[config.mk]
export PLATFORM = sky130hd
export DESIGN_NAME = main_channel_priority_arbiter
export DESIGN_NICKNAME = d
export VERILOG_FILES = /design/src/main_channel_priority_arbiter.v
export VERILOG_INCLUDE_DIRS = /design/src /design/src/src
export SDC_FILE = /design/constraint.sdc
export NUM_CORES = 1
export LEC_CHECK = 0
export BUFFER_PORTS_ARGS = -buffer_cell sky130_fd_sc_hd__buf_2
export CORE_MARGIN = 1.5
export CORE_UTILIZATION = 57
export CTS_CLUSTER_SIZE = 24
export DETAILED_ROUTE_END_ITERATION = 6
export PLACE_DENSITY = 0.83
export SETUP_SLACK_MARGIN = 0.02
export SLEW_MARGIN = 20
export SYNTH_ARGS = -nofsm -noshare
export SYNTH_HDL_FRONTEND = slang
export SYNTH_SLANG_ARGS = --single-unit
[constraint.sdc]
create_clock -name pclk -period 5.6 [get_ports pclk]
set_input_delay 0.56 -clock pclk [delete_from_list [all_inputs] [get_ports pclk]]
set_output_delay 0.56 -clock pclk [all_outputs]
set_load 0.1 [all_outputs]
[src/arb_defs.vh]
// constants of the main channel priority arbiter
`ifndef ARB_DEFS_VH
`define ARB_DEFS_VH
`define CLK_PERIOD_NS 25
`define N_REQ 11
`define RST_RESP_NS 50
`define RST_RESP_CYC ((`RST_RESP_NS + `CLK_PERIOD_NS - 1) / `CLK_PERIOD_NS)
`define SET_RESP_NS 100
`define SET_RESP_CYC ((`SET_RESP_NS + `CLK_PERIOD_NS - 1) / `CLK_PERIOD_NS)
`define BUSY_NS 200
`define BUSY_CYC ((`BUSY_NS + `CLK_PERIOD_NS - 1) / `CLK_PERIOD_NS)
`define SAMPLE_DELAY_NS 400
`define SAMPLE_DELAY_CYC ((`SAMPLE_DELAY_NS + `CLK_PERIOD_NS - 1) / `CLK_PERIOD_NS)
`define SAMPLE_NS 100
`define SAMPLE_CYC ((`SAMPLE_NS + `CLK_PERIOD_NS - 1) / `CLK_PERIOD_NS)
`define DLY_RESP_NS 100
`define DLY_RESP_CYC ((`DLY_RESP_NS + `CLK_PERIOD_NS - 1) / `CLK_PERIOD_NS)
`define CTRL_RST_CYC 1
`define REG_STATUS 12'h000
`define REG_MASK 12'h004
`define REG_STATE 12'h008
`define REG_CONTROL 12'h00c
`define REG_GRANT 12'h010
`define ST_CHECK 0
`define ST_GRANT 1
`define ST_PEND 2
`define CTL_SAMPLE_EN 0
`define CTL_RESET_VALUE 32'h0000_0001
`define CNT_W 5
`endif

[src/main_channel_priority_arbiter.v]
// main channel priority arbiter with apb status and control registers
//
// Our own choices: the register offsets and the APB slave port.
`timescale 1ns/1ps
`include "arb_defs.vh"

module main_channel_priority_arbiter (
	input wire pclk,
	input wire presetn,
	input wire [31:0] paddr,
	input wire psel,
	input wire penable,
	input wire pwrite,
	input wire [31:0] pwdata,
	input wire [3:0] pstrb,
	output reg [31:0] prdata,
	output reg pready,
	output reg pslverr,
	input wire [3:0] selector_subchannel_data_req,
	input wire multiplex_subchannel_req,
	input wire [3:0] selector_subchannel_sec_req,
	input wire main_channel_req,
	input wire cpu_req,
	input wire busy_release,
	output reg [10:0] response,
	output reg response_delayed,
	output reg channel_busy,
	output reg priority_check,
	output reg control_reset,
	output reg irq
);

	// ****************************************
	// helpers
	// ****************************************
	function [10:0] highest;
		input [10:0] v;
		integer i;
		begin
			highest = 11'h000;
			for (i = `N_REQ - 1; i >= 0; i = i - 1) begin
				if (v[i] && highest == 11'h000) begin
					highest = 11'h001 << i;
				end
			end
		end
	endfunction

	function [4:0] cnt_next;
		input [4:0] c;
		begin
			cnt_next = (c != 5'h00) ? c - 5'h01 : 5'h00;
		end
	endfunction

	function reg_mapped;
		input [11:0] adr;
		begin
			reg_mapped = (adr == `REG_STATUS) || (adr == `REG_MASK) || (adr == `REG_STATE) ||
				(adr == `REG_CONTROL) || (adr == `REG_GRANT);
		end
	endfunction

	// ****************************************
	// request synchronisers
	// ****************************************
	// bit 10 highest: ssc data 1..4, msc, ssc secondary 1..4, main channel, cpu
	wire [10:0] req_pin;
	assign req_pin = {selector_subchannel_data_req, multiplex_subchannel_req,
		selector_subchannel_sec_req, main_channel_req, cpu_req};
	reg [11:0] s1_q, s2_q, s3_q, sf_q;
	always @(posedge pclk or negedge presetn) begin
		if (!presetn) begin
			s1_q <= 12'h000;
			s2_q <= 12'h000;
			s3_q <= 12'h000;
			sf_q <= 12'h000;
		end else begin
			s1_q <= {busy_release, req_pin};
			s2_q <= s1_q;
			s3_q <= s2_q;
			sf_q <= (s2_q ~^ s3_q) & s2_q | ~(s2_q ~^ s3_q) & sf_q;
		end
	end
	wire [10:0] req_s = sf_q[10:0];
	wire release_s = sf_q[11];

	// ****************************************
	// pulse counters and latches
	// ****************************************
	reg [4:0] rr_q, sr_q, bz_q, sd_q, sp_q, dr_q;
	reg [10:0] req_latch_q;
	reg sample_latch_q, resp_check_q, check_q, sample_block_q;
	reg [31:0] status_q, mask_q, ctl_q;
	wire rr_on = rr_q != 5'h00;
	wire sr_on = sr_q != 5'h00;
	wire bz_on = bz_q != 5'h00;
	wire sp_on = sp_q != 5'h00;
	wire sampling = sample_latch_q && !sample_block_q && !sp_on && ctl_q[`CTL_SAMPLE_EN];
	wire common_req = req_latch_q != 11'h000;
	wire launch = common_req && !channel_busy && !rr_on && !sr_on && !resp_check_q;
	wire gate_on = sr_on && !rr_on;
	wire sample_fire = sd_q == 5'h01;
	wire busy_clear = channel_busy && release_s;
	wire chk_err = sample_fire && (!check_q || ((req_s & response) != 11'h000));

	wire apb_acc = psel && penable && !pready;
	wire apb_wr = psel && penable && pwrite && pready;
	wire apb_rd = apb_acc && !pwrite;
	wire [11:0] a = paddr[11:0];
	wire [2:0] ev = {common_req && channel_busy, launch, chk_err};

	// pulse lengths trimmed to the counter width
	wire [31:0] rr_len = `RST_RESP_CYC;
	wire [31:0] sr_len = `SET_RESP_CYC;
	wire [31:0] bz_len = `BUSY_CYC;
	wire [31:0] sd_len = `SAMPLE_DELAY_CYC;
	wire [31:0] sp_len = `SAMPLE_CYC;
	wire [31:0] dr_len = `DLY_RESP_CYC;

	always @(posedge pclk or negedge presetn) begin
		if (!presetn) begin
			rr_q <= 5'h00;
			sr_q <= 5'h00;
			bz_q <= 5'h00;
			sd_q <= 5'h00;
			sp_q <= 5'h00;
			dr_q <= 5'h00;
			req_latch_q <= 11'h000;
			sample_latch_q <= 1'b1;
			sample_block_q <= 1'b0;
			resp_check_q <= 1'b0;
			check_q <= 1'b0;
			response <= 11'h000;
		end else begin
			// pulse counters count down every cycle
			rr_q <= cnt_next(rr_q);
			sr_q <= cnt_next(sr_q);
			bz_q <= cnt_next(bz_q);
			sd_q <= cnt_next(sd_q);
			sp_q <= cnt_next(sp_q);
			dr_q <= cnt_next(dr_q);
			if (sampling) begin
				req_latch_q <= req_latch_q | req_s;
			end
			if (launch) begin
				rr_q <= rr_len[4:0];
				sr_q <= sr_len[4:0];
				sample_latch_q <= 1'b0;
			end
			if (rr_on) begin
				response <= 11'h000;
				resp_check_q <= 1'b0;
				check_q <= 1'b0;
			end else if (gate_on && response == 11'h000) begin
				response <= highest(req_latch_q);
				req_latch_q <= req_latch_q & ~highest(req_latch_q);
				check_q <= (highest(req_latch_q) & req_s) != 11'h000;
			end
			if (sr_q == 5'h01) begin
				resp_check_q <= 1'b1;
				bz_q <= bz_len[4:0];
				sd_q <= sd_len[4:0];
			end
			if (sample_fire) begin
				sp_q <= sp_len[4:0];
				sample_latch_q <= 1'b1;
				sample_block_q <= !channel_busy;
			end
			if (channel_busy) begin
				sample_block_q <= 1'b0;
			end
			if (busy_clear) begin
				resp_check_q <= 1'b0;
			end
			if (bz_q == 5'h01) begin
				dr_q <= dr_len[4:0];
			end
		end
	end

	// busy latch: set the cycle after the busy count loads, released by the requester
	always @(posedge pclk or negedge presetn) begin
		if (!presetn) begin
			channel_busy <= 1'b0;
		end else if (busy_clear) begin
			channel_busy <= 1'b0;
		end else if (bz_q == bz_len[4:0]) begin
			channel_busy <= 1'b1;
		end
	end

	// delayed response pulse from busy timeout, lasting its own count
	always @(posedge pclk or negedge presetn) begin
		if (!presetn) begin
			response_delayed <= 1'b0;
		end else if (busy_clear) begin
			response_delayed <= 1'b0;
		end else if (bz_q == 5'h01) begin
			response_delayed <= 1'b1;
		end else if (dr_q == 5'h01) begin
			response_delayed <= 1'b0;
		end
	end

	// one-cycle check and control reset pulses
	always @(posedge pclk or negedge presetn) begin
		if (!presetn) begin
			priority_check <= 1'b0;
			control_reset <= 1'b0;
		end else begin
			priority_check <= chk_err;
			control_reset <= launch && (resp_check_q || check_q);
		end
	end

	// ****************************************
	// apb registers and interrupt
	// ****************************************
	// ready and error answer together, one cycle into the access phase
	always @(posedge pclk or negedge presetn) begin
		if (!presetn) begin
			pready <= 1'b0;
			pslverr <= 1'b0;
		end else begin
			pready <= apb_acc;
			pslverr <= apb_acc && !reg_mapped(a);
		end
	end

	// writes land on the edge that sees pready high
	always @(posedge pclk or negedge presetn) begin
		if (!presetn) begin
			mask_q <= 32'h0000_0000;
			ctl_q <= `CTL_RESET_VALUE;
		end else begin
			if (apb_wr && a == `REG_MASK) begin
				mask_q <= pwdata & 32'h0000_0007;
			end
			if (apb_wr && a == `REG_CONTROL) begin
				ctl_q <= pwdata & 32'h0000_0001;
			end
		end
	end

	// sticky events, a new event wins over a clear
	always @(posedge pclk or negedge presetn) begin
		if (!presetn) begin
			status_q <= 32'h0000_0000;
		end else begin
			if (apb_wr && a == `REG_STATUS) begin
				status_q <= {29'h0, (status_q[2:0] & ~pwdata[2:0]) | ev};
			end else begin
				status_q <= {29'h0, status_q[2:0] | ev};
			end
		end
	end

	// read data stands by the edge where pready is high
	always @(posedge pclk or negedge presetn) begin
		if (!presetn) begin
			prdata <= 32'h0000_0000;
		end else if (apb_rd) begin
			case (a)
				`REG_STATUS: prdata <= status_q;
				`REG_MASK: prdata <= mask_q;
				`REG_STATE: prdata <= {26'h0, check_q, resp_check_q,
					sample_latch_q, channel_busy, response_delayed, common_req};
				`REG_CONTROL: prdata <= ctl_q;
				`REG_GRANT: prdata <= {10'h0, req_latch_q, response};
				default: prdata <= 32'h0000_0000;
			endcase
		end
	end

	// level interrupt from unmasked sticky bits
	always @(posedge pclk or negedge presetn) begin
		if (!presetn) begin
			irq <= 1'b0;
		end else begin
			irq <= (status_q[2:0] & mask_q[2:0]) != 3'h0;
		end
	end

endmodule

==> flow_summary.ini, run 1 <==
[run_status]
status = complete, no violations

[yosys]
async_flop_share = 1.000
yosysTopAreaCellShare = 0.6114
synth_cell_type_count = 54
synth_ff_type = dfrtp_1
synth.avg_cell_area_um2 = 11.94
yosysWarnings = 0
ys_ff_latch = 140
synth_edf_count = 0
syn_area_um2 = 5648
netlist_top_cells_area = dfrtp_1, nor2_1, a22o_1
synthCells = 473
synth_top_area_cell = dfrtp_1
yosysSeqAreaShare = 0.6207

[sta]
grt_setup_unrepaired = no
worst_slack_ns = 3.462
fmax_mhz = 467.7
timing.slew.headroom = 0.4965
period_needed_ns = 2.138
final-hold-violation-count = 0
fin_crit_sh = 0.3818
worst_pin_slew_ns = 0.7552
finalSetupTns_ns = 0
setup_viol = 0
slew_viol_final = 0
fin_skew_ns = 0.008475

[route]
drt-wirelength-per-cell_um = 17.97
vias = 4165
top_layer_used = met4
drt-total-wl_um = 12580
dr_wl_met3_um = 877
drt_iter0_markers = 346
wl_met1_um = 5380
wl_met2_um = 5964
antenna_left = 0
drc = 0
drt_first_pass_iters = 7
viasPerCell = 5.950

[clock_network]
clockRootBuffer = clkbuf_8
clk_pin_slew_ns = 0.06
cts_tree = yes
clockBufferDepth = 2
cts_sinks = 140
cts_setup_buffers = 0
htreeDepth = 4
cts_buffers = 17
clk_latency_ns = 0.52

[worst_setup_path]
worstSetupPathType = reg2reg
worstPathArrival_ns = 2.60
crit-reg2reg-launch = sr_q[0]
cp-end-kind = flip-flop
cp_slowest_cell = or4b_1
path_buf_inv = 1
cp_cell_sequence = inv_1, ha_1, or4b_1, and2_1, nand2_1, a32o_1
critPathTopFamily = simple AND/OR/NAND/NOR gates
setup.worst_path.start = sr_q[0]
cp_max_fo = 8
cp.required_ns = 6.06
start_kind = flip-flop
cpPeakStageDelay_ns = 0.63

[hold_path]
worstHoldPathType = in2reg
hp-start = main_channel_req

[floorplan]
core-area_um2 = 9684
start_util = 0.5832
die_h_um = 102.5
core.rowCount = 36
pin_count = 135
die-width_um = 102.5
die_area_um2 = 10510

[placement]
place_hpwl_um = 8359
place_inst = 667
place_ws_ns = 3.230
gp_congestion = 0.9427
postPlaceCellArea_um2 = 6118
portBuffers = 71

[power]
p_leak_nw = 3.285
peakVddDrop_v = 0.0002977
power_density_nw_per_um2 = 335.2

[final_layout]
n_antenna_cell = 0
design_area_um2 = 6719
fin_cells = 700
drive_gt1_frac = 0.2081
fin_nets = 650
areaGrowthSynthToFinish_pct = 18.96

[global_route]
grt_antenna_before_repair = 0
grtUsageTotal = 0.2549
grt_pass1_vias = 4128
overflow = 0
grt_pass1_wl_um = 20060
grt_max_degree = 84

[job]
maxCapViolCount = 0
==> logic make-up after synthesis <==
kind of cell | share of synthesized area
other | 0.0006640
adders and majority gates | 0.04564
buffers and inverters | 0.03833
DFF | 0.6207
AOI/OAI and AO/OA | 0.1278
muxes | 0.01684
xor gates and xnor gates | 0.01551
and+or+nand+nor | 0.1345
==> power breakdown <==
part	total [mW]	switching (mW)	internal, mW	leakage (nW)
Clock	1.11	0.451	0.658	0.289
Combinational	0.0879	0.0689	0.0190	1.16
Sequential	1.05	0.0201	1.03	1.83
Total	2.25	0.540	1.71	3.28
==> sequential cells by signal, indices dropped and copies added, names as in the netlist, 3 cells and up, named ones only <==
signal / cells
response: 11
rr_q: 5
s2_q: 12
sr_q: 5
sp_q: 5
s3_q: 12
req_latch_q: 11
prdata: 22
bz_q: 5
s1_q: 12
dr_q: 5
sd_q: 5
status_q: 3
mask_q: 3
==> routing by layer <==
layer,track usage,vias up
li1,-,1851
met5,0,-
met2,0.3989,191
met1,0.3395,2081
met4,0.1159,0
met3,0.06441,42
==> per-stage QoR <==
step | hold slack, ns | utilization | total power, mW
after global routing | 0.1153 | 0.6938 | 2.320
after global placement | 0.3321 | 0.6318 | 1.154
after detailed placement | 0.3355 | 0.6318 | 1.158
after CTS | 0.1257 | 0.6934 | 2.261
after floorplan | 0.2644 | - | 1.120
final | 0.1425 | 0.6938 | 2.252
==> what timing repair did <==
item,4_1_cts,5_1_grt
gates resized for setup,0,0
hold buffers,1,0
endpoints found under the hold margin,12,0
==> cell usage after synthesis, types with 6 or more instances <==
cell type and number:
ha_1 11, nor3_1 16, nand4_1 8, o21ai_0 18
xnor2_1 9, a22oi_1 11, maj3_1 12, dfrtp_1 138
inv_1 23, nor4_1 6, nand2_1 34, a22o_1 17
buf_4 11, a32o_1 13, clkbuf_1 10, nor2_1 41
nand3_1 7, o211ai_1 6
==> layout by cell type (no fill, tap or decap), types with 5 or more instances in the layout <==
cell type,instances
conb_1,10
nor4_1,6
nor2_1,41
nand3_1,7
nor3_1,16
dfrtp_1,138
mux2i_1,5
a21oi_1,5
a22oi_1,11
xnor2_1,9
nand4_1,8
nand2b_1,5
buf_2,70
nand2_1,34
o211ai_1,6
ha_1,11
a22o_1,17
and3_1,5
a32o_1,13
o21ai_0,18
maj3_1,12
inv_1,23
clkbuf_16,16
==> layout make-up <==
cell class	instances	area [µm²]
Tap cell	133	166.4
Timing Repair Buffer	76	405.4
Sequential cell	140	3506
Fill cell	677	2965
Multi-Input combinational cell	296	1968
Inverter	23	86.33
Clock buffer	19	431.7
Clock inverter	13	155.1
==> worst paths after layout <==
| check | endpoint | slack [ns] | depth (start not counted) |
|---|---|---|---|
| max | req_latch_q[3] | 3.46 | 6 |
| min | s1_q[1] | 0.14 | 1 |
| max reg2reg | req_latch_q[3] | 3.46 | 6 |
| min in group asynchronous | prdata[18] | 0.56 | 2 |
| min reg2reg | s2_q[2] | 0.35 | 0 |
| max in group asynchronous | s2_q[11] | 3.94 | 3 |
Note: power is estimated with default switching activity, not from simulation.
==> inputs of run 2 (changes only) <==
--- a/config.mk
+++ b/config.mk
@@ -8,10 +8,10 @@
 export LEC_CHECK = 0
 export BUFFER_PORTS_ARGS = -buffer_cell sky130_fd_sc_hd__buf_2
 export CORE_MARGIN = 1.5
-export CORE_UTILIZATION = 57
+export CORE_UTILIZATION = 48
 export CTS_CLUSTER_SIZE = 24
 export DETAILED_ROUTE_END_ITERATION = 6
-export PLACE_DENSITY = 0.83
+export PLACE_DENSITY = 0.75
 export SETUP_SLACK_MARGIN = 0.02
 export SLEW_MARGIN = 20
 export SYNTH_ARGS = -nofsm -noshare
==> constraint.sdc (replaced) <==
create_clock -name pclk -period 1.77 [get_ports pclk]
set_input_delay 0.177 -clock pclk [delete_from_list [all_inputs] [get_ports pclk]]
set_output_delay 0.177 -clock pclk [all_outputs]
set_load 0.1 [all_outputs]
==> run 2 against run 1 <==
Against the previous run: the run now ends with negative setup slack left; non-clock buffer count grew 72; die area grew 18%; clock power grew to 3.2 times the previous value; sequential cell count is the same; sequential power grew to 3.2 times the previous value; final area grew 12%; global-route usage shrank 3.0 points; clock skew grew 0.0012 ns; critical path depth is the same; routed wire length grew 2.9%; worst setup slack lost 3.5 ns; hold slack lost 0.13 ns.
==> flow_summary.ini, run 2 (synthesis results as in run 1) <==
[run_status]
status = complete, but fails checks
violations = negative setup slack

[floorplan]
core-area_um2 = 11470
die_h_um = 111.5
die-width_um = 111.5
start_util = 0.4925
core.rowCount = 39
die_area_um2 = 12430
pin_count = 135

[sta]
slew_viol_final = 0
fin_skew_ns = 0.009717
period_needed_ns = 1.775
hold-worst-slack_ns = 0.01598
worst_pin_slew_ns = 0.5480
fmax_mhz = 563.3
grt_setup_unrepaired = yes
timing.slew.headroom = 0.6347
fin_crit_sh = 1.003
setup_viol = 3
final-hold-violation-count = 0
worst_slack_ns = -0.005369

[worst_setup_path]
cp_max_fo = 8
worstPathArrival_ns = 2.13
worstSetupPathType = reg2reg
cp-end-kind = flip-flop
start_kind = flip-flop
cp.required_ns = 2.12

[clock_network]
clk_latency_ns = 0.42
clockRootBuffer = clkbuf_16
cts_sinks = 140
cts_buffers = 17
clk_pin_slew_ns = 0.06
clockBufferDepth = 2
htreeDepth = 4
cts_tree = yes

[final_layout]
drive_gt1_frac = 0.3297
n_antenna_cell = 0
fin_nets = 723
final_common_cell = dfrtp_1
areaGrowthSynthToFinish_pct = 32.79
largest_register_ffs = 22
layout_common_cells = dfrtp_1, buf_2, buf_4
regMostFlops = prdata
nFillCells = 841

[power]
p_leak_nw = 3.654
power_density_nw_per_um2 = 954.8
peakVddDrop_v = 0.0005399
total_power_mw = 7.161

[route]
drt_first_pass_iters = 4
drt_iter0_markers = 282
antenna_left = 0
drt-wirelength-per-cell_um = 16.52
vias = 4343
viasPerCell = 5.547
drc = 0
drt-total-wl_um = 12940

[global_route]
grt_pass1_vias = 4446
grt_antenna_before_repair = 0
grt_max_degree = 58
overflow = 0
grtUsageTotal = 0.2251
grt_pass1_wl_um = 22000

[placement]
gp_congestion = 0.9173
place_hpwl_um = 9187
portBuffers = 71

[hold_path]
worstHoldPathType = in2reg

[job]
maxCapViolCount = 0
[run 2: cell count changes in the layout (fill, tap and decap cells not counted), sizes merged]
cell | previous run | this run
nor2 | 44 | 45
clkinv | 4 | 2
buf | 75 | 134
inv | 29 | 35
clkbuf | 19 | 17
clkinvlp | 1 | 0
dlygate4sd3 | 1 | 14
bufinv | 2 | 1
[run 2: through the flow]
stage | setup slack (ns) | TNS (ns) | utilization | cells | instance area (µm²)
after global routing | -0.1041 | -0.6791 | 0.6540 | 783 | 7500
after detailed placement | -0.1225 | -1.351 | 0.5761 | 727 | 6606
after floorplan | -0.02986 | -0.05384 | - | 482 | 5782
after CTS | -0.007696 | -0.009022 | 0.6439 | 776 | 7383
final | -0.005369 | -0.007092 | 0.6540 | 783 | 7500
after global placement | -0.1060 | -0.5018 | 0.5761 | 727 | 6606
[run 2: timing repair]
action | 4_1_cts | 5_1_grt
cloned | 0 | 1
setup endpoints to repair | 20 | 28
hold buffers | 14 | 0
resized for setup | 8 | 14
setup buffers | 3 | 6
hold endpoints to repair | 65 | 0
pin swaps | 6 | 15
[run 2: worst paths after layout]
kind	startpoint	to	slack [ns]	cells after the start
setup reg to reg	sp_q[0]	req_latch_q[5]	-0.005	6
min in group asynchronous	presetn	s2_q[9]	0.30	2
hold / removal	pwdata[2]	mask_q[2]	0.02	2
max in group asynchronous	presetn	sample_latch_q	0.84	3
hold reg to reg	s1_q[2]	s2_q[2]	0.34	0
setup / recovery	sp_q[0]	req_latch_q[5]	-0.005	6
[run 2: critical path, cell delays in order, from the launching register on]
cell     delay (ns)
dfrtp_1        0.37
inv_1          0.07
ha_2           0.18
or4b_4         0.48
nor3_4         0.25
buf_6          0.18
a32o_1         0.17
[run 2: final cells by class]
type | instances | area, µm² | share of cell area
Clock buffer | 17 | 425.4 | 0.05672
Clock inverter | 15 | 162.7 | 0.02169
Inverter | 23 | 86.33 | 0.01151
Multi-Input combinational cell | 297 | 2103 | 0.2804
Sequential cell | 140 | 3536 | 0.4715
Tap cell | 143 | 178.9 | 0.02386
Timing Repair Buffer | 148 | 1007 | 0.1343
[run 2: report_power, final]
group	switching, mW	internal, mW	total [mW]
Combinational	0.220	0.0919	0.312
Sequential	0.0609	3.27	3.33
Clock	1.51	2.01	3.52
[run 2: routing by layer]
layer  up-vias  GRT usage  part of all wire
li1       2006          -                 -
met1      2152     0.2934              0.44
met2       159     0.3603              0.48
met3        26    0.05879             0.055
met4         0    0.09451             0.023
met5         -          0                 0
==> inputs of run 3 (changes only) <==
--- a/config.mk
+++ b/config.mk
@@ -6,8 +6,8 @@
 export SDC_FILE = /design/constraint.sdc
 export NUM_CORES = 1
 export LEC_CHECK = 0
+export ABC_CLOCK_PERIOD_IN_PS = 1770
 export BUFFER_PORTS_ARGS = -buffer_cell sky130_fd_sc_hd__buf_2
-export CORE_MARGIN = 1.5
 export CORE_UTILIZATION = 48
 export CTS_CLUSTER_SIZE = 24
 export DETAILED_ROUTE_END_ITERATION = 6
==> run 3 against run 2 <==
Against the previous run: the run now ends clean; hold slack better by 0.011 ns; worst setup slack improved by 0.0099 ns; cell count unchanged; clock-buffer cell count rose by 1; largest power group unchanged; critical path depth unchanged; clock power increased by 9.4%; fmax grew 0.56%; largest cell class unchanged; combinational power hardly changed; sequential share of layout area is 0.48 points lower; first-iteration DRC count increased by 27%.
==> flow_summary.ini, run 3 (synthesis results as in run 1) <==
[sta]
slew_viol_final = 0
period_needed_ns = 1.765
finalSetupTns_ns = 0
fin_crit_sh = 0.9974
fmax_mhz = 566.4
final-hold-violation-count = 0
setup_viol = 0
fin_skew_ns = 0.006900
grt_setup_unrepaired = yes
hold-worst-slack_ns = 0.02650

[route]
drt-total-wl_um = 13540
wl_met1_um = 5807
wl_met2_um = 6559
antenna_left = 0
drt_iter0_markers = 357
dr_wl_met3_um = 814
vias = 4399
top_layer_used = met4
viasPerCell = 5.618
drt-wirelength-per-cell_um = 17.29
drt_first_pass_iters = 6
drc = 0

[global_route]
overflow = 0
grt_pass1_vias = 4283
grtUsageTotal = 0.2302
grt_max_degree = 49
grt_antenna_before_repair = 0
grt_pass1_wl_um = 21970

[final_layout]
fin_cells = 783
regMostFlops = prdata
multi_input_area_um2 = 2117
largest_register_ffs = 22
nFillCells = 837
drive_gt1_frac = 0.3328
final_common_cell = dfrtp_1
layout_common_cells = dfrtp_1, buf_2, buf_4
areaGrowthSynthToFinish_pct = 34.16
final_util = 0.6636
design_area_um2 = 7577
ff_latch_area_um2 = 3536
n_antenna_cell = 0
fin_nets = 723

[power]
switching_power_mw = 1.708
power_density_nw_per_um2 = 989.9
p_sw_frac = 0.2277
p_leak_nw = 3.673
p_comb_frac = 0.042
intPower_mw = 5.793
p_clk_frac = 0.513
peakVddDrop_v = 0.0006150
seqPwrFrac = 0.445

[worst_setup_path]
cp.required_ns = 2.09
worstPathArrival_ns = 2.08
cp_max_fo = 4
cpPeakStageDelay_ns = 0.48
cp_slowest_cell = or4b_4
start_kind = flip-flop
cp_cell_sequence = inv_1, ha_2, or4b_4, nor3_4, o211ai_1, a22oi_1
worstSetupPathType = reg2reg
path_buf_inv = 1
cp-end-kind = flip-flop
critPathTopFamily = simple AND/OR/NAND/NOR gates

[clock_network]
clockBufferDepth = 2
htreeDepth = 4
cts_buffers = 17
clockRootBuffer = clkbuf_16
clk_pin_slew_ns = 0.06
cts_sinks = 140
clk_latency_ns = 0.42
cts_tree = yes

[floorplan]
start_util = 0.4946
pin_count = 135
die_h_um = 110.5
core-area_um2 = 11420
die_area_um2 = 12200
die-width_um = 110.5
core.rowCount = 39

[job]
maxCapViolCount = 0

[placement]
place_inst = 727
portBuffers = 71
place_hpwl_um = 9275
gp_congestion = 0.9260
postPlaceCellArea_um2 = 6619

[run_status]
status = complete, no violations

[hold_path]
worstHoldPathType = in2reg
[run 3: cell types whose count changed in the layout (fill, tap and decap cells not counted), sizes merged]
cell	delta
inv	-6
bufinv	+3
clkinvlp	+3
buf	+1
clkbuf	+1
clkinv	-1
dlygate4sd3	-1
[run 3: layout make-up]
class / count / share of cell area
tap: 143 / 0.02361
clock inverter: 14 / 0.02725
sequential: 140 / 0.4666
clock buffer: 18 / 0.05796
inverter: 23 / 0.01139
multi-input combinational: 297 / 0.2794
timing repair buffer: 148 / 0.1338
[run 3: worst register-to-register path: cells and delay by family (launching register included)]
family	cells	cell delay (ns)
DFF	1	0.38
AOI/OAI and AO/OA	2	0.37
buffers and inverters	1	0.06
and+or+nand+nor	2	0.68
adders and majority gates	1	0.17
[run 3: path summary, 6_finish.rpt]
kind	to	from	depth (start not counted)	slack, ns
setup / recovery	req_latch_q[4]	sp_q[0]	6	0.005
hold / removal	mask_q[2]	pwdata[2]	2	0.03
setup reg to reg	req_latch_q[4]	sp_q[0]	6	0.005
hold reg to reg	s2_q[3]	s1_q[3]	0	0.35
max in group asynchronous	ctl_q[0]	presetn	3	0.84
min in group asynchronous	s1_q[2]	presetn	2	0.26
[run 3: metal layers]
| metal | track usage | vias up |
|---|---|---|
| met5 | 0 | - |
| met4 | 0.1040 | 0 |
| met3 | 0.04501 | 28 |
| met2 | 0.3702 | 181 |
| met1 | 0.3032 | 2185 |
| li1 | - | 2005 |
[run 3: power by group through the flow]
stage               clock (mW)  sequential (mW)  combinational, mW
floorplan                    0             3.39              0.158
global placement             0             3.39              0.286
detailed placement           0             3.39              0.292
CTS                       3.91             3.33              0.317
global route              4.06             3.34              0.340
finish                    3.85             3.34              0.313
[run 3: what timing repair did]
action                     in CTS  in global routing
resized for setup               7                 15
gates cloned                    0                  1
setup endpoints to repair      25                 29
hold buffers                   13                  0
setup buffers                   4                  6
hold endpoints to repair       56                  0
pin swaps                       2                  6
[run 3: stage by stage]
| stage | setup slack [ns] | power, mW |
|---|---|---|
| detailed placement | -0.1384 | 3.682 |
| floorplan | -0.02986 | 3.544 |
| finish | 0.004572 | 7.501 |
| global placement | -0.1212 | 3.674 |
| global route | -0.07894 | 7.745 |
| CTS | 0.01471 | 7.558 |
